## src/rtl/shs_pkg.sv

```systemverilog
// Constants, register map and state encoding of the homing sequencer
//
// Functional notes
// Method 34 moves forward, 33 reverse
// Index homing: creep speed, first index pulse
// Stroke end in index homing: stop, alarm
// Controller starts half a turn away
// Methods 35, 37 complete with servo off
// Travel direction setting 1 reverses homing
// Reflect setting 1 applies travel direction
// Method -33 is method -1 reversed
// Count type: after-dog distance, then index
// Controller holds dog on at least 10 ms
// Distance covered before creep: alarm
// Data set homing refused when servo off
// Method -36 is method -4 reversed
// Controller sets low stopper homing speed
// Method -4 positive, -36 negative limit
// Stopper stop time qualifies torque reached
// Torque reached flag stays after homing
// Control bit 4 starts; status 12, 10
// Controller holds start 5 ms for stopper
package shs_pkg;

  // ----------------------------------------------------------------------
  // Bus and register map
  // ----------------------------------------------------------------------
  localparam int ADDR_W = 8;
  localparam int DATA_W = 32;
  localparam int TL_W   = 16;

  localparam logic [ADDR_W-1:0] OFS_CTRL      = 8'h00;
  localparam logic [ADDR_W-1:0] OFS_METHOD    = 8'h04;
  localparam logic [ADDR_W-1:0] OFS_CONFIG    = 8'h08;
  localparam logic [ADDR_W-1:0] OFS_AFTER_DST = 8'h0C;
  localparam logic [ADDR_W-1:0] OFS_STOP_TIME = 8'h10;
  localparam logic [ADDR_W-1:0] OFS_STOP_TL   = 8'h14;
  localparam logic [ADDR_W-1:0] OFS_POS_TL    = 8'h18;
  localparam logic [ADDR_W-1:0] OFS_NEG_TL    = 8'h1C;
  localparam logic [ADDR_W-1:0] OFS_STATUS    = 8'h20;
  localparam logic [ADDR_W-1:0] OFS_EVT       = 8'h24;
  localparam logic [ADDR_W-1:0] OFS_EVT_MASK  = 8'h28;
  localparam logic [ADDR_W-1:0] OFS_ALARM     = 8'h2C;

  // ----------------------------------------------------------------------
  // Field positions
  // ----------------------------------------------------------------------
  localparam int CW_START_BIT    = 4;
  localparam int CW_FAULT_RST    = 7;
  localparam int SW_TARGET_BIT   = 10;
  localparam int SW_ATTAINED_BIT = 12;
  localparam int SW_ERROR_BIT    = 13;
  localparam int CFG_DIR_BIT     = 0;
  localparam int CFG_REFLECT_BIT = 1;
  localparam int EVT_W           = 3;
  localparam int EVT_DONE        = 0;
  localparam int EVT_ALARM       = 1;
  localparam int EVT_REFUSED     = 2;

  // ----------------------------------------------------------------------
  // Reset values and codes
  // ----------------------------------------------------------------------
  localparam logic [7:0]        METHOD_RST   = 8'h22;
  localparam logic [DATA_W-1:0] AFTER_RST    = 32'h0000_0000;
  localparam logic [15:0]       STOP_T_RST   = 16'h0064;
  localparam logic [TL_W-1:0]   TL_RST       = 16'h0000;
  localparam logic [11:0]       ALARM_CODE   = 12'h090;

  // Method codes, two's complement in one byte
  localparam logic [7:0] M_IDX_REV   = 8'h21;
  localparam logic [7:0] M_IDX_FWD   = 8'h22;
  localparam logic [7:0] M_CUR_A     = 8'h23;
  localparam logic [7:0] M_CUR_B     = 8'h25;
  localparam logic [7:0] M_DOG_FWD   = 8'hFF;
  localparam logic [7:0] M_DOG_REV   = 8'hDF;
  localparam logic [7:0] M_CNT_FWD   = 8'hFE;
  localparam logic [7:0] M_CNT_REV   = 8'hDE;
  localparam logic [7:0] M_DATA_SET  = 8'hFD;
  localparam logic [7:0] M_STOP_FWD  = 8'hFC;
  localparam logic [7:0] M_STOP_REV  = 8'hDC;

  // ----------------------------------------------------------------------
  // Timing
  // ----------------------------------------------------------------------
  localparam int CLK_PERIOD_NS = 25;
  localparam int MS_NS         = 1000000;
  localparam int MS_CYCLES     = (MS_NS + CLK_PERIOD_NS - 1) / CLK_PERIOD_NS;

  // ----------------------------------------------------------------------
  // Sequencer states
  // ----------------------------------------------------------------------
  typedef enum logic [6:0] {
    ST_IDLE    = 7'b000_0001,
    ST_SEEK    = 7'b000_0010,
    ST_COUNT   = 7'b000_0100,
    ST_CREEP_Z = 7'b000_1000,
    ST_PUSH    = 7'b001_0000,
    ST_DONE    = 7'b010_0000,
    ST_FAULT   = 7'b100_0000
  } shs_state_t;

endpackage

```

## src/rtl/shs_homing_sequencer.sv

```systemverilog
// Homing sequencer top: registers, method sequencing and alarm
`timescale 1ns/1ps
module shs_homing_sequencer #(
  parameter int MS_DIV      = shs_pkg::MS_CYCLES,
  parameter bit HAS_REFLECT = 1'b1
) (
  input  wire logic                        CLK,
  input  wire logic                        RSTN,
  input  wire logic [shs_pkg::ADDR_W-1:0]  ADDR,
  input  wire logic [shs_pkg::DATA_W-1:0]  WDATA,
  input  wire logic                        WR,
  input  wire logic                        RD,
  output logic      [shs_pkg::DATA_W-1:0]  RDATA,
  input  wire logic                        SERVO_ON,
  input  wire logic                        PROX_DOG,
  input  wire logic                        STROKE_FWD,
  input  wire logic                        STROKE_REV,
  input  wire logic                        INDEX_PULSE,
  input  wire logic                        AT_CREEP,
  input  wire logic                        TORQUE_AT_LIMIT,
  input  wire logic                        POS_STEP,
  output logic                             MOVE_EN,
  output logic                             MOVE_FWD,
  output logic                             CREEP_SEL,
  output logic      [shs_pkg::TL_W-1:0]    TORQUE_LIMIT,
  output logic                             TORQUE_LIMIT_REACHED,
  output logic                             HOME_SET,
  output logic                             HOMING_INCOMPLETE_ALARM,
  output logic                             IRQ
);
  import shs_pkg::*;

  if (MS_DIV < 1) begin : g_bad_div
    $error("shs_homing_sequencer: MS_DIV must be at least one");
  end

  // ----------------------------------------------------------------------
  // Registers
  // ----------------------------------------------------------------------
  logic [7:0]        ctrl_q;
  logic [7:0]        method_q;
  logic [1:0]        cfg_q;
  logic [DATA_W-1:0] after_dst_q;
  logic [15:0]       stop_time_q;
  logic [TL_W-1:0]   stop_tl_q;
  logic [TL_W-1:0]   pos_tl_q;
  logic [TL_W-1:0]   neg_tl_q;
  logic [EVT_W-1:0]  evt_q;
  logic [EVT_W-1:0]  mask_q;
  logic [EVT_W-1:0]  evt_set;
  logic [EVT_W-1:0]  evt_clr;

  // Sequencer state
  shs_state_t        state_q;
  logic              fwd_q;
  logic              attained_q;
  logic              target_q;
  logic              tlc_latch_q;
  logic [DATA_W-1:0] cnt_q;
  logic              ev_done_q;
  logic              ev_alarm_q;
  logic              ev_refused_q;
  logic              start_prev_q;
  logic              frst_prev_q;
  logic              prox_prev_q;
  logic              idx_prev_q;

  logic wr_sel;
  logic rd_sel;
  logic cw_start;
  logic start_rise;
  logic frst_rise;
  logic prox_rise;
  logic idx_rise;
  logic base_fwd;
  logic invert;
  logic stroke_hit;
  logic motion_ok;
  logic dog_method;
  logic ms_tick;
  logic dwell_done;

  assign wr_sel = WR;
  assign rd_sel = RD;

  // ----------------------------------------------------------------------
  // Register writes
  // ----------------------------------------------------------------------
  always_ff @(posedge CLK or negedge RSTN) begin
    if (!RSTN) begin
      ctrl_q      <= 8'h00;
      method_q    <= METHOD_RST;
      cfg_q       <= 2'h0;
      after_dst_q <= AFTER_RST;
      stop_time_q <= STOP_T_RST;
      stop_tl_q   <= TL_RST;
      pos_tl_q    <= TL_RST;
      neg_tl_q    <= TL_RST;
      mask_q      <= '0;
    end else if (wr_sel) begin
      case (ADDR)
        OFS_CTRL:      ctrl_q      <= WDATA[7:0];
        OFS_METHOD:    method_q    <= WDATA[7:0];
        OFS_CONFIG:    cfg_q       <= WDATA[1:0];
        OFS_AFTER_DST: after_dst_q <= WDATA;
        OFS_STOP_TIME: stop_time_q <= WDATA[15:0];
        OFS_STOP_TL:   stop_tl_q   <= WDATA[TL_W-1:0];
        OFS_POS_TL:    pos_tl_q    <= WDATA[TL_W-1:0];
        OFS_NEG_TL:    neg_tl_q    <= WDATA[TL_W-1:0];
        OFS_EVT_MASK:  mask_q      <= WDATA[EVT_W-1:0];
        default: ;
      endcase
    end
  end

  // ----------------------------------------------------------------------
  // Register reads, data one cycle after the strobe
  // ----------------------------------------------------------------------
  always_ff @(posedge CLK or negedge RSTN) begin
    if (!RSTN) begin
      RDATA <= '0;
    end else if (rd_sel) begin
      RDATA <= '0;
      case (ADDR)
        OFS_CTRL:      RDATA[7:0]        <= ctrl_q;
        OFS_METHOD:    RDATA[7:0]        <= method_q;
        OFS_CONFIG:    RDATA[1:0]        <= cfg_q;
        OFS_AFTER_DST: RDATA             <= after_dst_q;
        OFS_STOP_TIME: RDATA[15:0]       <= stop_time_q;
        OFS_STOP_TL:   RDATA[TL_W-1:0]   <= stop_tl_q;
        OFS_POS_TL:    RDATA[TL_W-1:0]   <= pos_tl_q;
        OFS_NEG_TL:    RDATA[TL_W-1:0]   <= neg_tl_q;
        OFS_STATUS: begin
          RDATA[SW_TARGET_BIT]   <= target_q;
          RDATA[SW_ATTAINED_BIT] <= attained_q;
          RDATA[SW_ERROR_BIT]    <= HOMING_INCOMPLETE_ALARM;
        end
        OFS_EVT:       RDATA[EVT_W-1:0]  <= evt_q;
        OFS_EVT_MASK:  RDATA[EVT_W-1:0]  <= mask_q;
        OFS_ALARM:     RDATA[11:0]       <= HOMING_INCOMPLETE_ALARM ?
                                            ALARM_CODE : 12'h000;
        default: ;
      endcase
    end else begin
      RDATA <= '0;
    end
  end

  // ----------------------------------------------------------------------
  // Events and interrupt; a new event beats a clearing read
  // ----------------------------------------------------------------------
  assign evt_set = {ev_refused_q, ev_alarm_q, ev_done_q};
  assign evt_clr = (rd_sel && ADDR == OFS_EVT) ? evt_q : '0;

  always_ff @(posedge CLK or negedge RSTN) begin
    if (!RSTN) begin
      evt_q <= '0;
      IRQ   <= 1'b0;
    end else begin
      evt_q <= (evt_q & ~evt_clr) | evt_set;
      IRQ   <= |(((evt_q & ~evt_clr) | evt_set) & mask_q);
    end
  end

  // ----------------------------------------------------------------------
  // Edges and direction
  // ----------------------------------------------------------------------
  always_ff @(posedge CLK or negedge RSTN) begin
    if (!RSTN) begin
      start_prev_q <= 1'b0;
      frst_prev_q  <= 1'b0;
      prox_prev_q  <= 1'b0;
      idx_prev_q   <= 1'b0;
    end else begin
      start_prev_q <= cw_start;
      frst_prev_q  <= ctrl_q[CW_FAULT_RST];
      prox_prev_q  <= PROX_DOG;
      idx_prev_q   <= INDEX_PULSE;
    end
  end

  assign cw_start   = ctrl_q[CW_START_BIT];
  assign start_rise = cw_start && !start_prev_q;
  assign frst_rise  = ctrl_q[CW_FAULT_RST] && !frst_prev_q;
  assign prox_rise  = PROX_DOG && !prox_prev_q;
  assign idx_rise   = INDEX_PULSE && !idx_prev_q;

  // Forward members of each method pair; partners run reversed
  assign base_fwd = (method_q == M_IDX_FWD) ||
                    (method_q == M_DOG_FWD) ||
                    (method_q == M_CNT_FWD) ||
                    (method_q == M_STOP_FWD);
  // Without the reflect option the travel setting always applies
  assign invert = cfg_q[CFG_DIR_BIT] &&
                  (cfg_q[CFG_REFLECT_BIT] || !HAS_REFLECT);
  assign dog_method = (method_q == M_DOG_FWD) || (method_q == M_DOG_REV);
  assign motion_ok  = SERVO_ON && !HOMING_INCOMPLETE_ALARM;
  assign stroke_hit = MOVE_EN && ((MOVE_FWD && STROKE_FWD) ||
                                  (!MOVE_FWD && STROKE_REV));

  shs_tick #(
    .DIV (MS_DIV)
  ) u_tick (
    .clk  (CLK),
    .rstn (RSTN),
    .tick (ms_tick)
  );

  shs_dwell #(
    .W (16)
  ) u_dwell (
    .clk   (CLK),
    .rstn  (RSTN),
    .tick  (ms_tick),
    .hold  (state_q == ST_PUSH && TORQUE_AT_LIMIT),
    .limit (stop_time_q),
    .done  (dwell_done)
  );

  // ----------------------------------------------------------------------
  // Sequencer
  // ----------------------------------------------------------------------
  always_ff @(posedge CLK or negedge RSTN) begin
    if (!RSTN) begin
      state_q                 <= ST_IDLE;
      fwd_q                   <= 1'b0;
      MOVE_EN                 <= 1'b0;
      CREEP_SEL               <= 1'b0;
      HOME_SET                <= 1'b0;
      HOMING_INCOMPLETE_ALARM <= 1'b0;
      attained_q              <= 1'b0;
      target_q                <= 1'b0;
      tlc_latch_q             <= 1'b0;
      cnt_q                   <= '0;
      ev_done_q               <= 1'b0;
      ev_alarm_q              <= 1'b0;
      ev_refused_q            <= 1'b0;
    end else begin
      HOME_SET     <= 1'b0;
      ev_done_q    <= 1'b0;
      ev_alarm_q   <= 1'b0;
      ev_refused_q <= 1'b0;
      case (state_q)
        ST_IDLE: begin
          if (start_rise) begin
            fwd_q       <= base_fwd ^ invert;
            attained_q  <= 1'b0;
            target_q    <= 1'b0;
            tlc_latch_q <= 1'b0;
            cnt_q       <= '0;
            if (HOMING_INCOMPLETE_ALARM) begin
              ev_refused_q <= 1'b1;
            end else begin
              case (method_q)
                M_CUR_A, M_CUR_B: begin
                  HOME_SET <= 1'b1;
                  state_q  <= ST_DONE;
                end
                M_DATA_SET: begin
                  if (SERVO_ON) begin
                    HOME_SET <= 1'b1;
                    state_q  <= ST_DONE;
                  end else begin
                    ev_refused_q <= 1'b1;
                  end
                end
                M_IDX_FWD, M_IDX_REV: begin
                  if (motion_ok) begin
                    MOVE_EN   <= 1'b1;
                    CREEP_SEL <= 1'b1;
                    state_q   <= ST_CREEP_Z;
                  end else begin
                    ev_refused_q <= 1'b1;
                  end
                end
                M_DOG_FWD, M_DOG_REV, M_CNT_FWD, M_CNT_REV: begin
                  if (motion_ok) begin
                    MOVE_EN   <= 1'b1;
                    CREEP_SEL <= 1'b0;
                    state_q   <= ST_SEEK;
                  end else begin
                    ev_refused_q <= 1'b1;
                  end
                end
                M_STOP_FWD, M_STOP_REV: begin
                  if (motion_ok) begin
                    MOVE_EN   <= 1'b1;
                    CREEP_SEL <= 1'b0;
                    state_q   <= ST_PUSH;
                  end else begin
                    ev_refused_q <= 1'b1;
                  end
                end
                default: ev_refused_q <= 1'b1;
              endcase
            end
          end
        end
        ST_SEEK, ST_COUNT, ST_CREEP_Z, ST_PUSH: begin
          if (!cw_start) begin
            // Dropping the start bit halts homing without an alarm
            MOVE_EN <= 1'b0;
            state_q <= ST_IDLE;
          end else if (stroke_hit) begin
            MOVE_EN                 <= 1'b0;
            HOMING_INCOMPLETE_ALARM <= 1'b1;
            ev_alarm_q              <= 1'b1;
            state_q                 <= ST_FAULT;
          end else if (state_q == ST_SEEK) begin
            if (prox_rise) begin
              CREEP_SEL <= 1'b1;
              state_q   <= dog_method ? ST_CREEP_Z : ST_COUNT;
            end
          end else if (state_q == ST_COUNT) begin
            if (cnt_q >= after_dst_q) begin
              if (AT_CREEP) begin
                state_q <= ST_CREEP_Z;
              end else begin
                MOVE_EN                 <= 1'b0;
                HOMING_INCOMPLETE_ALARM <= 1'b1;
                ev_alarm_q              <= 1'b1;
                state_q                 <= ST_FAULT;
              end
            end else if (POS_STEP) begin
              cnt_q <= cnt_q + 1'b1;
            end
          end else if (state_q == ST_CREEP_Z) begin
            if (idx_rise) begin
              MOVE_EN  <= 1'b0;
              HOME_SET <= 1'b1;
              state_q  <= ST_DONE;
            end
          end else if (dwell_done) begin
            MOVE_EN     <= 1'b0;
            HOME_SET    <= 1'b1;
            tlc_latch_q <= 1'b1;
            state_q     <= ST_DONE;
          end
        end
        ST_DONE: begin
          attained_q <= 1'b1;
          target_q   <= 1'b1;
          ev_done_q  <= !attained_q;
          CREEP_SEL  <= 1'b0;
          if (!cw_start) begin
            state_q <= ST_IDLE;
          end
        end
        ST_FAULT: begin
          MOVE_EN   <= 1'b0;
          CREEP_SEL <= 1'b0;
          if (frst_rise) begin
            HOMING_INCOMPLETE_ALARM <= 1'b0;
            state_q                 <= ST_IDLE;
          end
        end
        default: state_q <= ST_IDLE;
      endcase
    end
  end

  assign MOVE_FWD = fwd_q;

  // ----------------------------------------------------------------------
  // Torque limit selection and limit-reached flag
  // ----------------------------------------------------------------------
  always_ff @(posedge CLK or negedge RSTN) begin
    if (!RSTN) begin
      TORQUE_LIMIT         <= TL_RST;
      TORQUE_LIMIT_REACHED <= 1'b0;
    end else begin
      if (state_q == ST_PUSH && TORQUE_AT_LIMIT) begin
        TORQUE_LIMIT <= stop_tl_q;
      end else if (method_q == M_STOP_REV) begin
        TORQUE_LIMIT <= neg_tl_q;
      end else begin
        TORQUE_LIMIT <= pos_tl_q;
      end
      TORQUE_LIMIT_REACHED <= TORQUE_AT_LIMIT || tlc_latch_q;
    end
  end
endmodule

```

## src/rtl/shs_tick.sv

```systemverilog
// Millisecond enable pulse divided from the system clock
`timescale 1ns/1ps
module shs_tick #(
  parameter int DIV = shs_pkg::MS_CYCLES
) (
  input  wire logic clk,
  input  wire logic rstn,
  output logic      tick
);
  import shs_pkg::*;

  if (DIV < 1) begin : g_bad_div
    $error("shs_tick: DIV must be at least one");
  end

  logic [31:0] cnt_q;

  always_ff @(posedge clk or negedge rstn) begin
    if (!rstn) begin
      cnt_q <= 32'h0000_0000;
      tick  <= 1'b0;
    end else if (cnt_q >= 32'(DIV - 1)) begin
      cnt_q <= 32'h0000_0000;
      tick  <= 1'b1;
    end else begin
      cnt_q <= cnt_q + 32'h0000_0001;
      tick  <= 1'b0;
    end
  end
endmodule

```

## src/rtl/shs_dwell.sv

```systemverilog
// Counts millisecond ticks while a condition holds without a break
`timescale 1ns/1ps
module shs_dwell #(
  parameter int W = 16
) (
  input  wire logic         clk,
  input  wire logic         rstn,
  input  wire logic         tick,
  input  wire logic         hold,
  input  wire logic [W-1:0] limit,
  output logic              done
);
  import shs_pkg::*;

  if (W < 1 || W > 31) begin : g_bad_w
    $error("shs_dwell: W out of range");
  end

  logic [W-1:0] cnt_q;

  // Any drop of the condition restarts the wait
  always_ff @(posedge clk or negedge rstn) begin
    if (!rstn) begin
      cnt_q <= '0;
    end else if (!hold) begin
      cnt_q <= '0;
    end else if (tick && cnt_q != {W{1'b1}}) begin
      cnt_q <= cnt_q + 1'b1;
    end
  end

  assign done = hold && (cnt_q >= limit);
endmodule

```

## config.mk

```make
export PLATFORM = sky130hd
export DESIGN_NAME = shs_homing_sequencer
export DESIGN_NICKNAME = d
export VERILOG_FILES = /design/src/rtl/shs_pkg.sv /design/src/rtl/shs_homing_sequencer.sv /design/src/rtl/shs_tick.sv /design/src/rtl/shs_dwell.sv
export SDC_FILE = /design/constraint.sdc
export NUM_CORES = 1
export LEC_CHECK = 0
export BUFFER_PORTS_ARGS = -buffer_cell sky130_fd_sc_hd__buf_2
export CORE_MARGIN = 4
export CORE_UTILIZATION = 61
export CTS_CLUSTER_SIZE = 30
export DETAILED_ROUTE_END_ITERATION = 16
export GPL_TIMING_DRIVEN = 0
export HOLD_SLACK_MARGIN = 0.02
export MAX_ROUTING_LAYER = met4
export PLACE_DENSITY_LB_ADDON = 0.25
export SYNTH_ARGS = -nofsm -noshare
export SYNTH_HDL_FRONTEND = slang
export SYNTH_HIERARCHICAL = 1
export SYNTH_SLANG_ARGS = --single-unit
```

## constraint.sdc

```tcl
create_clock -name CLK -period 5.2 [get_ports CLK]
set_input_delay 0 -clock CLK [delete_from_list [all_inputs] [get_ports CLK]]
set_output_delay 0 -clock CLK [all_outputs]
set_load 0.01 [all_outputs]
```

# Yosys cells after proc, flatten, opt, wreduce, memory -nomap -nowiden
# Cells that the tools add are included.
[totals]
reg_bits = 272
latchBits = 0
ram_bits = 0
rom_bits = 0
in_bits = 52
output_inout_bits = 55
mem_count = 0
[classes]
bitwise = 5
n_mux = 113
eq_ne = 68
order_cmp = 3
multipliers = 0
reduce_logical = 58
n_addsub = 3
n_div = 0
shifts = 0
[ops]
columns = ["cell", "n"]
rows = [
  ["2-to-1 mux 32 bit", 9],
  ["2-to-1 mux 7 bit", 18],
  ["2-to-1 mux 16 bit", 5],
  ["adder 32 x 1 -> 32 bit, second input constant", 2],
  ["== test 8 x 6 -> 1 bit, second input constant", 8],
  ["one-hot mux 32 bit (2 select lines)", 1],
  ["2-to-1 mux 1 bit", 58],
  ["== test 8 bit, second input constant", 7],
  ["one-hot mux 5 bit (8 select lines)", 1],
  ["inequality test 2 bit, second input constant", 18],
  ["one-hot mux 7 bit (5 select lines)", 1],
  ["== test 8 x 5 -> 1 bit, second input constant", 4],
  ["greater-or-equal comparator 32 x 16 -> 1 bit, second input constant", 1],
  ["greater-or-equal comparator 32 bit", 1],
  ["one-hot mux 7 bit (4 select lines)", 1],
  ["inequality test 3 bit, second input constant", 9],
  ["one-hot mux 2 bit (6 select lines)", 2],
  ["one-hot mux 2 bit (11 select lines)", 1],
  ["AND reduction 2 bit", 11],
  ["AND reduction 10 bit", 2],
  ["inequality test 6 bit, second input constant", 3],
  ["adder 16 x 1 -> 16 bit, second input constant", 1],
  ["== test 8 x 4 -> 1 bit, second input constant", 2],
  ["greater-or-equal comparator 16 bit", 1],
  ["other kinds (41)", 83],
]

# Logic depth before layout (Yosys ltp)
# Gate-level depths: netlist of run 1.
[depth]
ltp_word = 10
ltp_mapped = 15

# Modules after synthesis
# The synthesis of run 1 kept the hierarchy.
[modules_own_cells]
columns = ["module", "seq_area_each_um2", "instances", "cells_each", "area_per_inst_um2"]
rows = [
  ["shs_homing_sequencer", 5587.9, 1, 1003, 11124.4],
  ["shs_dwell", 400.4, 1, 154, 1280.0],
  ["shs_tick", 825.8, 1, 109, 1273.7],
]

# Worst setup path before layout of run 1
# OpenSTA, ideal clock, no wires.
[synth_timing]
kind = "register to register"
from = "register state_q[6]"
to = "register state_q[3]"
n_path_buf = 2
t_arrival_ps = 3716
path_stages_with_launch = 16
synth_period_minus_slack_ps = 3843
path_slack_ps = 1357
required_time_ps = 5073
setup_time_ps = 127
path_cell_list = "dfrtp_1 > or3_4 > or2_2 > nor3_1 > clkbuf_1 > clkbuf_1 > nand3_1 > nor2_1 > nand2_1 > o21ai_0 > nor2_1 > mux2i_1 > nor3b_1 > a221o_1 > nor4_4 > mux2_1"
[synth_between]
word_cells_on_any_way = 30
[synth_rtl]
columns = ["item", "line", "source"]
rows = [
  ["start: declaration", "shs_homing_sequencer.sv:54", "shs_state_t state_q;"],
  ["start signal: assignment", "shs_homing_sequencer.sv:312", "state_q <= dog_method ? ST_CREEP_Z : ST_COUNT;"],
  ["== test 7 x 5 -> 1 bit", "shs_homing_sequencer.sv:215", ".hold (state_q == ST_PUSH && TORQUE_AT_LIMIT),"],
  ["logical AND 1 bit", "shs_homing_sequencer.sv:215", ""],
  ["logical AND 1 bit", "shs_dwell.sv:32", "assign done = hold && (cnt_q >= limit);"],
  ["via dwell_done", "shs_homing_sequencer.sv:81", "logic dwell_done;"],
  ["inequality test 7 bit (no source line)", "-", ""],
  ["AND reduction 13 bit (no source line)", "-", ""],
]
# The timed path passes the listed nets, and every way through them passes these cells.
# A chain may end at the register's enable or synchronous reset.

# Worst setup path in the final report of run 1
[layout_timing]
from = "register state_q[6]"
to = "register state_q[4]"
# The elaborated chain is that of the path after synthesis.

==> impl_metrics.tcl, run 1 <==
set metrics [dict create \
    critical_path_class "register to register" \
    cts_tree "yes" \
    synth_edf_count 0 \
    worstMarginPinSlew_ns 1.04 \
    final_cell_area_um2 16200 \
    top_usage_layer "met2" \
    dpl.hpwl_mm 25.0 \
    grtUsageMet1 0.402 \
    slew_headroom 0.306 \
    synthFlopType "dfrtp_1" \
    rr_worst_depth 15 \
    fin_skew_ns 0.00930 \
    path_cells "or3_4 -> or2_2 -> nor3_4 -> clkbuf_1 -> clkbuf_1 -> nand3_1 -> nor2_1 -> nand2_1 -> o21ai_1 -> nor2_1 -> mux2i_1 -> nor3b_1 -> a221o_1 -> nor4_4 -> mux2_1" \
    route.detailed.drc 0 \
    cts.path.max_buffers 3 \
    critPathMaxFanout 10 \
    post_dp_cell_area_um2 14700 \
    die_h_um 158 \
    power_mw 5.35 \
    grt-ovfl-total 0 \
    boundaryPins 107 \
    fill_cells 1485 \
    r2r-end "state_q[4]" \
    routedWlPerCell_um 20.5 \
    grt_use_met2 0.473 \
    p_leak_nw 7.33 \
    dp_slack_ns -0.495 \
    grt_pass1_vias 11000 \
    gp_congestion 0.917 \
    drive_gt1_frac 0.209 \
    fmax_mhz 201 \
    dieArea_um2 24900 \
    period_needed_ns 4.98 \
    synthCells 1266 \
    hold_violations 0 \
    setup_ws_ns 0.220 \
    dieWidth_um 158 \
    startpoint_type "register" \
    clock_latency_ns 0.54 \
    h-tree-depth 1 \
    grt_pass1_wl_mm 58.1 \
    synthArstFlopShare 1.00 \
    met3_usage 0.0697 \
    cts-buffers-inserted 29 \
    required_ns 5.62 \
    via_per_inst 6.26 \
    hold_path_end "idx_prev_q" \
    maxCapViolations 0 \
    cp_data_arrival_time_ns 5.40 \
    hold_path_class "input pin to register" \
    grt_max_degree 126 \
    grtUsageTotal 0.302 \
    wirelength_mm 36.2 \
    nNetsFinal 1570 \
    finalCritPeriodShare 0.958 \
    start_util 0.623 \
    holdCritStartpoint "INDEX_PULSE" \
    drt-initial-drc-count 1085 \
    root_buffer "clkbuf_16" \
    path_delay_family "simple AND/OR/NAND/NOR gates" \
    slowest_stage "clkbuf_1" \
    cp.buffers_inverters 2 \
    r2r_slack_ns 0.22 \
    vias 11100 \
    syn_area_per_cell_um2 10.8 \
    ir_worst_vdd_uv 259 \
    final_common_cell "dfrtp_1" \
    drt_pre_antenna_iters 6 \
    area_delta_synth_final_pct 18.1 \
    drv_slew 0 \
    synth_seq_cells 272 \
    power_density_nw_per_um2 331 \
    ys_types 76 \
    final_cell_mix "dfrtp_1 (266), nand2_1 (130), mux2_2 (118), buf_2 (109), inv_1 (69)" \
    rsz0062_at_grt "no" \
    clk_pin_slew_ns 0.06 \
    final_antenna_net_count 0 \
    finalSetupViolCount 0 \
    outcome "finished clean" \
    holdPathStages 2 \
    ys_warn_count 6 \
    core_um2 22000 \
    clock_sinks 272 \
    antenna_found_initial 0 \
    post_synth_instance_area_um2 13700 \
    r2r-start "state_q[6]" \
    slowest_delay_ns 0.52 \
    n_antenna_cell 0 \
    num_rows 54 \
    portBuffers 105 \
    critPathCaptureType "register" \
    yosysSeqAreaShare 0.498 \
]
worst max-delay path by stage:
| stage | start | endpoint | cells after the start | slack (ns) |
|---|---|---|---|---|
| 5_1_grt | state_q[6] | state_q[4] | 15 | 0.02 |
| 3_5_place_dp | state_q[6] | state_q[3] | 15 | -0.49 |
| 2_1_floorplan | state_q[6] | state_q[3] | 15 | 1.36 |
| 3_3_place_gp | RSTN | u_tick/cnt_q[26] | 1 | -0.72 |
| 6_report | state_q[6] | state_q[4] | 15 | 0.22 |
| 4_1_cts | state_q[6] | state_q[3] | 15 | 0.12 |
kinds of logic (layout without fill, tap and decap cells):
logic type | Yosys count | in the layout | share of synthesized area
XOR/XNOR | 17 | 17 | 0.0109
multiplexers | 174 | 174 | 0.138
buffers and inverters | 122 | 328 | 0.0359
flip-flops | 272 | 272 | 0.498
AO/OA/AOI/OAI | 228 | 228 | 0.118
other | 1 | 16 | 0.000274
AND/OR/NAND/NOR | 401 | 401 | 0.152
adder cells (fa/ha/maj) | 51 | 51 | 0.0467
through the flow:
step,util,hold slack [ns],instances,setup TNS [ns]
2_1_floorplan,-,-0.296,1281,0
5_1_grt,0.736,0.106,1767,0
6_report,0.736,0.118,1767,0
3_5_place_dp,0.668,-0.0454,1668,-2.08
3_3_place_gp,0.665,0.124,1666,-184.46
4_1_cts,0.736,0.0786,1767,0
layer usage:
metal,share of wire,vias to the layer above
met4,0.026,0
met5,0,-
met3,0.086,70
li1,-,5032
met2,0.47,460
met1,0.42,5496
final cells by class:
type | count | area [um^2] | area share
multi-input cells | 887 | 6440 | 0.399
clock buffers | 46 | 870 | 0.0538
well taps | 280 | 350 | 0.0217
flip-flops and latches | 272 | 6810 | 0.422
plain buffers | 52 | 228 | 0.0141
repair buffers | 155 | 1090 | 0.0674
clock inverters | 5 | 104 | 0.00643
inverters | 70 | 263 | 0.0163
Yosys cell counts, types with 4 or more instances:
cell,instances,area (um^2)
a211oi_1,19,143
or4_1,10,75.1
nand4_1,23,144
o21ai_0,38,190
a222oi_1,10,100
nand3_1,37,185
and4_1,4,35.0
o211ai_1,6,45.0
buf_2,5,25.0
nand2_1,130,488
nor2_1,65,244
dfrtp_1,266,6660
nor4_1,33,206
ha_1,51,638
o31ai_1,6,45.0
or2_2,6,37.5
a31oi_1,9,56.3
dfstp_2,6,158
and3_1,4,25.0
a22oi_1,31,233
xor2_1,4,35.0
mux2i_1,53,531
a21o_1,5,37.5
a21oi_1,52,260
inv_1,69,259
or3_1,8,50.1
mux2_2,118,1330
a221oi_1,5,43.8
buf_1,6,22.5
nand3b_1,6,45.0
nor2b_1,7,43.8
nor3_1,16,80.1
nand2b_1,35,219
xnor2_1,13,114
clkbuf_1,38,143
a2111oi_2,9,135
a41oi_1,4,35.0
where the power goes:
part | internal (mW) | switching (mW)
logic | 0.351 | 0.414
clock network | 1.28 | 0.819
registers | 2.29 | 0.192
state kept, by name, indices dropped and copies added, names as in the netlist, 16 cells and up:
signal and cells:
RDATA 32, after_dst_q 32, cnt_q 32, u_tick/cnt_q 32, TORQUE_LIMIT 16, neg_tl_q 16, pos_tl_q 16, stop_time_q 16
stop_tl_q 16, u_dwell/cnt_q 16
worst reg2reg max path, delay by kind of cell (launching register included):
| family | cells | cell delay, ns |
|---|---|---|
| muxes | 2 | 0.53 |
| buffers and inverters | 2 | 0.95 |
| DFF | 1 | 0.43 |
| and+or+nand+nor | 9 | 2.17 |
| AOI/OAI and AO/OA | 2 | 0.77 |
what timing repair did:
action                                  CTS  global route
buffers inserted                          0             0
endpoints found under the setup margin    5             4
resized for setup                         2             1
hold buffers                             48             0
hold endpoints to repair                295             0
Power figures use the tool's default switching activity.
==> run 2, diff against run 1 <==
- CORE_UTILIZATION: 61 -> 45
==> run 2 against run 1 <==
Register-to-register slack better by 0.15 ns. Maximum frequency is 3.1% higher. Combinational power is 2% lower. Global-route usage fell by 7.8 points. Clock power about the same. Wire length up 1.1%. Critical endpoint is now state_q[3]. Largest cell class unchanged. Critical path type unchanged. Utilization shrank 19 points. Final area rose by 0.81%. Worst hold slack got worse by 0.087 ns. Flip-flop and latch count did not move.
==> impl_metrics.tcl, run 2 (synthesized netlist as in run 1, its figures left out) <==
set metrics [dict create \
    grt_pass1_wl_mm 58.7 \
    fill_cells 2545 \
    startpoint_type "register" \
    die_h_um 182 \
    rsz0062_at_grt "no" \
    boundaryPins 107 \
    drt_pre_antenna_iters 5 \
    h-tree-depth 1 \
    core_um2 29800 \
    nNetsFinal 1568 \
    slowest_stage "o21ai_1" \
    final_cell_area_um2 16300 \
    p_leak_nw 7.33 \
    worstMarginPinSlew_ns 0.973 \
    grt-ovfl-total 0 \
    seqPwrFrac 0.463 \
    fmax_mhz 207 \
    cts.path.max_buffers 3 \
    ir_worst_vdd_uv 229 \
    cts_setup_buffers 0 \
    gp_congestion 0.869 \
    power_mw 5.35 \
    clockPowerShare 0.396 \
    drv_slew 0 \
    utilization 0.547 \
    p_sw_mw 1.44 \
    dieArea_um2 33200 \
    outcome "finished clean" \
    critPathMaxFanout 10 \
    final_common_cell "dfrtp_1" \
    dpl.hpwl_mm 26.1 \
    start_util 0.459 \
    critical_path_class "register to register" \
    routedWlPerCell_um 19.5 \
    clock_sinks 272 \
    required_ns 5.63 \
    clk_pin_slew_ns 0.06 \
    dieWidth_um 182 \
    antenna_found_initial 0 \
    slew_headroom 0.349 \
    intPower_mw 3.90 \
    fin_skew_ns 0.0169 \
    portBuffers 105 \
    final_cell_mix "dfrtp_1 (266), nand2_1 (130), mux2_2 (118), buf_2 (109), inv_1 (69)" \
    grt_pass1_vias 10700 \
    grtUsageTotal 0.223 \
    cts-buffers-inserted 29 \
    period_needed_ns 4.83 \
    finalCritPeriodShare 0.929 \
    comb_power_share 0.140 \
    maxCapViolations 0 \
    hold_path_class "input pin to async pin" \
    critPathCaptureType "register" \
    drive_gt1_frac 0.215 \
    hold_violations 0 \
    wirelength_mm 36.6 \
    netSwitchingFraction 0.270 \
    finalSetupViolCount 0 \
    drt-initial-drc-count 1007 \
    cts_tree "yes" \
    cp_common_cell "nor2_1" \
    num_rows 63 \
    power_density_nw_per_um2 328 \
    final_antenna_net_count 0 \
    path_cells "or3_4 -> or2_2 -> nor3_4 -> clkbuf_2 -> clkbuf_1 -> nand3_1 -> nor2_1 -> nand2_1 -> o21ai_1 -> nor2_1 -> mux2i_1 -> nor3b_1 -> a221o_1 -> nor4_4 -> mux2_1" \
    clock_latency_ns 0.55 \
    n_antenna_cell 0 \
    vias 10800 \
    cp_data_arrival_time_ns 5.26 \
    via_per_inst 5.75 \
    slowest_delay_ns 0.51 \
    post_dp_cell_area_um2 14800 \
    grt_max_degree 110 \
    area_delta_synth_final_pct 19.1 \
    route.detailed.drc 0 \
    root_buffer "clkbuf_16" \
]
[run 2: cell count changes in the layout (fill, tap and decap cells not counted), sizes merged]
cell / before / now
clkinvlp: 0 / 3
clkbuf: 84 / 78
inv: 70 / 69
clkinv: 2 / 8
dlygate4sd3: 47 / 45
[run 2: timing repair]
action / in CTS / in global routing
hold buffers: 46 / 0
hold endpoints to repair: 309 / 0
endpoints found under the setup margin: 6 / 4
gates resized for setup: 2 / 3
[run 2: final cells by class]
type                            instances  area (um^2)  share of cell area
Inverter                               70          263              0.0161
Clock buffer                           40          837              0.0514
Timing Repair Buffer                  153         1070              0.0656
Multi-Input combinational cell        887         6440               0.395
Tap cell                              390          488              0.0300
Clock inverter                         13          148             0.00906
Buffer                                 52          229              0.0141
Sequential cell                       272         6810               0.418
[run 2: critical path, delay by kind of cell (launching register included)]
family	cells	cell delay (ns)
AOI/OAI and AO/OA	2	0.81
and+or+nand+nor	9	2.13
buffers and inverters	2	0.82
muxes	2	0.52
DFF	1	0.42
[run 2: per-layer routing]
layer | track usage | part of all wire | vias to the layer above
met5 | - | 0 | -
li1 | - | - | 5007
met1 | 0.309 | 0.45 | 5368
met2 | 0.346 | 0.46 | 349
met4 | 0.0573 | 0.028 | 0
met3 | 0.0377 | 0.066 | 69
[run 2: final timing paths]
kind                                  from               end  slack, ns  depth (start not counted)
min in group CLK                        WR          cfg_q[1]       0.05                          3
worst min register to register   ctrl_q[4]      start_prev_q       0.38                          0
worst max register to register  state_q[6]        state_q[3]       0.37                         15
max in group asynchronous             RSTN         CREEP_SEL       4.16                          4
worst min-delay path                  RSTN  u_tick/cnt_q[17]       0.03                          3
worst max-delay path            state_q[6]        state_q[3]       0.37                         15
[run 2: power groups by stage]
| stage | registers (mW) | clock network, mW | logic, mW |
|---|---|---|---|
| after floorplan | 2.45 | 0 | 0.504 |
| after global placement | 2.50 | 0 | 0.679 |
| final | 2.48 | 2.12 | 0.751 |
| after global routing | 2.51 | 2.25 | 0.874 |
| after CTS | 2.48 | 2.16 | 0.753 |
| after detailed placement | 2.51 | 0 | 0.720 |
[run 2: stage by stage]
stage | setup WS (ns) | instances | setup TNS (ns) | hold WS (ns)
detailed placement | -0.540 | 1778 | -2.33 | -0.0533
CTS | 0.0823 | 1877 | 0 | 0.0228
global route | 0.181 | 1877 | 0 | 0.0523
floorplan | 1.36 | 1281 | 0 | -0.296
finish | 0.369 | 1877 | 0 | 0.0308
global placement | -0.899 | 1776 | -233.05 | 0.121
==> run 3, diff against run 2 <==
- SETUP_SLACK_MARGIN: unset -> 0.4
==> run 3 against run 2 <==
Setup slack improved by 0.35 ns. Utilization about the same. Wire length shrank 0.12%. Non-clock buffer count stayed put. Sequential share of layout area hardly changed. Worst hold slack worse by 0.00097 ns. Count of clock-buffer cells in the layout stayed put. Clock power about the same. Critical path depth did not move.
==> impl_metrics.tcl, run 3 (synthesized netlist as in run 1, its figures left out) <==
set metrics [dict create \
    outcome "finished clean" \
    dieWidth_um 182 \
    boundaryPins 107 \
    post_dp_cell_area_um2 14800 \
    placed_cells 1778 \
    cts_tree "yes" \
    p_sw_mw 1.45 \
    intPower_mw 3.90 \
    finalSetupViolCount 0 \
    cts.path.max_buffers 3 \
    grtUsageTotal 0.224 \
    cts-buffers-inserted 29 \
    routedWlPerCell_um 19.5 \
    vias 10800 \
    maxCapViolations 0 \
    r2r-start "state_q[6]" \
    route.detailed.drc 0 \
    ir_worst_vdd_uv 230 \
    path_delay_family "simple AND/OR/NAND/NOR gates" \
    slowest_delay_ns 0.45 \
    r2r-end "state_q[3]" \
    r2r_slack_ns 0.72 \
    period_needed_ns 4.48 \
    startpoint_type "register" \
    grt_max_degree 110 \
    comb_power_share 0.140 \
    final_cell_area_um2 16300 \
    power_density_nw_per_um2 329 \
    start_util 0.459 \
    critical_path_class "register to register" \
    rr_worst_depth 15 \
    required_ns 5.64 \
    p_leak_nw 7.33 \
    final.setup.tns_ns 0 \
    clk_pin_slew_ns 0.06 \
    worstMarginPinSlew_ns 0.962 \
    final_antenna_net_count 0 \
    core_um2 29800 \
    antenna_found_initial 0 \
    grt_pass1_vias 10700 \
    grt-ovfl-total 0 \
    portBuffers 105 \
    clock_latency_ns 0.55 \
    final_cell_mix "dfrtp_1 (266), nand2_1 (130), mux2_2 (118), buf_2 (109), inv_1 (69)" \
    finalCritPeriodShare 0.862 \
    clock_sinks 272 \
    slowest_stage "nor3_4" \
    gp_congestion 0.869 \
    root_buffer "clkbuf_16" \
    seqPwrFrac 0.463 \
    hold_path_class "input pin to async pin" \
    drv_slew 0 \
    via_per_inst 5.74 \
    final_cell_count_no_fill 1877 \
    netSwitchingFraction 0.271 \
    clockPowerShare 0.397 \
    num_rows 63 \
    dpl.hpwl_mm 26.1 \
    cp_data_arrival_time_ns 4.92 \
    n_antenna_cell 0 \
    hold_violations 0 \
    fin_skew_ns 0.0188 \
    wirelength_mm 36.5 \
    drt-initial-drc-count 958 \
    path_cells "or3_4 -> or2_2 -> nor3_4 -> clkbuf_2 -> clkbuf_2 -> nand3_1 -> nor2_1 -> nand2_1 -> o21ai_2 -> nor2_1 -> mux2i_1 -> nor3b_1 -> a221o_1 -> nor4_4 -> mux2_1" \
    critPathCaptureType "register" \
    die_h_um 182 \
    fmax_mhz 223 \
    drt_pre_antenna_iters 5 \
    grt_pass1_wl_mm 58.7 \
    cp.buffers_inverters 2 \
    drive_gt1_frac 0.216 \
    slew_headroom 0.356 \
    dieArea_um2 33200 \
    final_common_cell "dfrtp_1" \
    critPathMaxFanout 10 \
    area_delta_synth_final_pct 19.1 \
    rsz0062_at_grt "no" \
    h-tree-depth 1 \
    nNetsFinal 1568 \
]
run 3: cell count changes in the layout (fill, tap and decap cells not counted):
cell and change:
clkbuf_2 +1, clkbuf_1 -1, o21ai_1 -1, o21ai_2 +1
run 3: power groups by stage:
stage	clock [mW]	combinational (mW)	sequential, mW
finish	2.12	0.752	2.48
global route	2.25	0.874	2.51
CTS	2.16	0.753	2.48
detailed placement	0	0.720	2.51
global placement	0	0.679	2.50
floorplan	0	0.504	2.45
run 3: worst max-delay path by stage:
stage | from | end | slack [ns] | cells after the start
after floorplan | state_q[6] | state_q[3] | 1.36 | 15
after global placement | RSTN | state_q[1] | -0.90 | 1
after detailed placement | state_q[6] | state_q[3] | -0.54 | 15
after CTS | state_q[6] | state_q[3] | 0.45 | 15
after global routing | state_q[6] | state_q[3] | 0.61 | 15
final | state_q[6] | state_q[3] | 0.72 | 15
run 3: area by class of cell:
class	instances	area [um^2]
Buffer	52	230
Tap cell	390	488
Sequential cell	272	6810
Fill cell	2543	13500
Inverter	70	263
Multi-Input combinational cell	887	6440
Timing Repair Buffer	153	1070
Clock inverter	13	148
Clock buffer	40	837
run 3: what timing repair did:
action                                  in CTS  in global routing
hold buffers                                46                  0
endpoints found under the hold margin      309                  0
setup buffers                                0                  0
gates resized for setup                      4                  3
endpoints found under the setup margin       9                  5
run 3: worst register-to-register path, delay by kind of cell, from the launching register on:
family | cells | cell delay [ns]
compound gates | 2 | 0.64
buf+inv | 2 | 0.71
flops | 1 | 0.42
mux | 2 | 0.51
simple gates | 9 | 2.09
run 3: routing by layer:
metal | global-route usage | vias to the layer above | part of all wire
li1 | - | 5011 | -
met1 | 0.309 | 5361 | 0.44
met2 | 0.346 | 344 | 0.46
met3 | 0.0377 | 63 | 0.069
met4 | 0.0573 | 0 | 0.025
met5 | - | - | 0
run 3: stage by stage:
step                       util  power (mW)  hold WS [ns]  setup slack [ns]
after floorplan               -        2.95        -0.296              1.36
after global placement    0.495        3.18         0.121            -0.899
after detailed placement  0.497        3.23       -0.0533            -0.540
after CTS                 0.547        5.39        0.0228             0.446
after global routing      0.547        5.63        0.0523             0.611
final                     0.547        5.35        0.0298             0.718
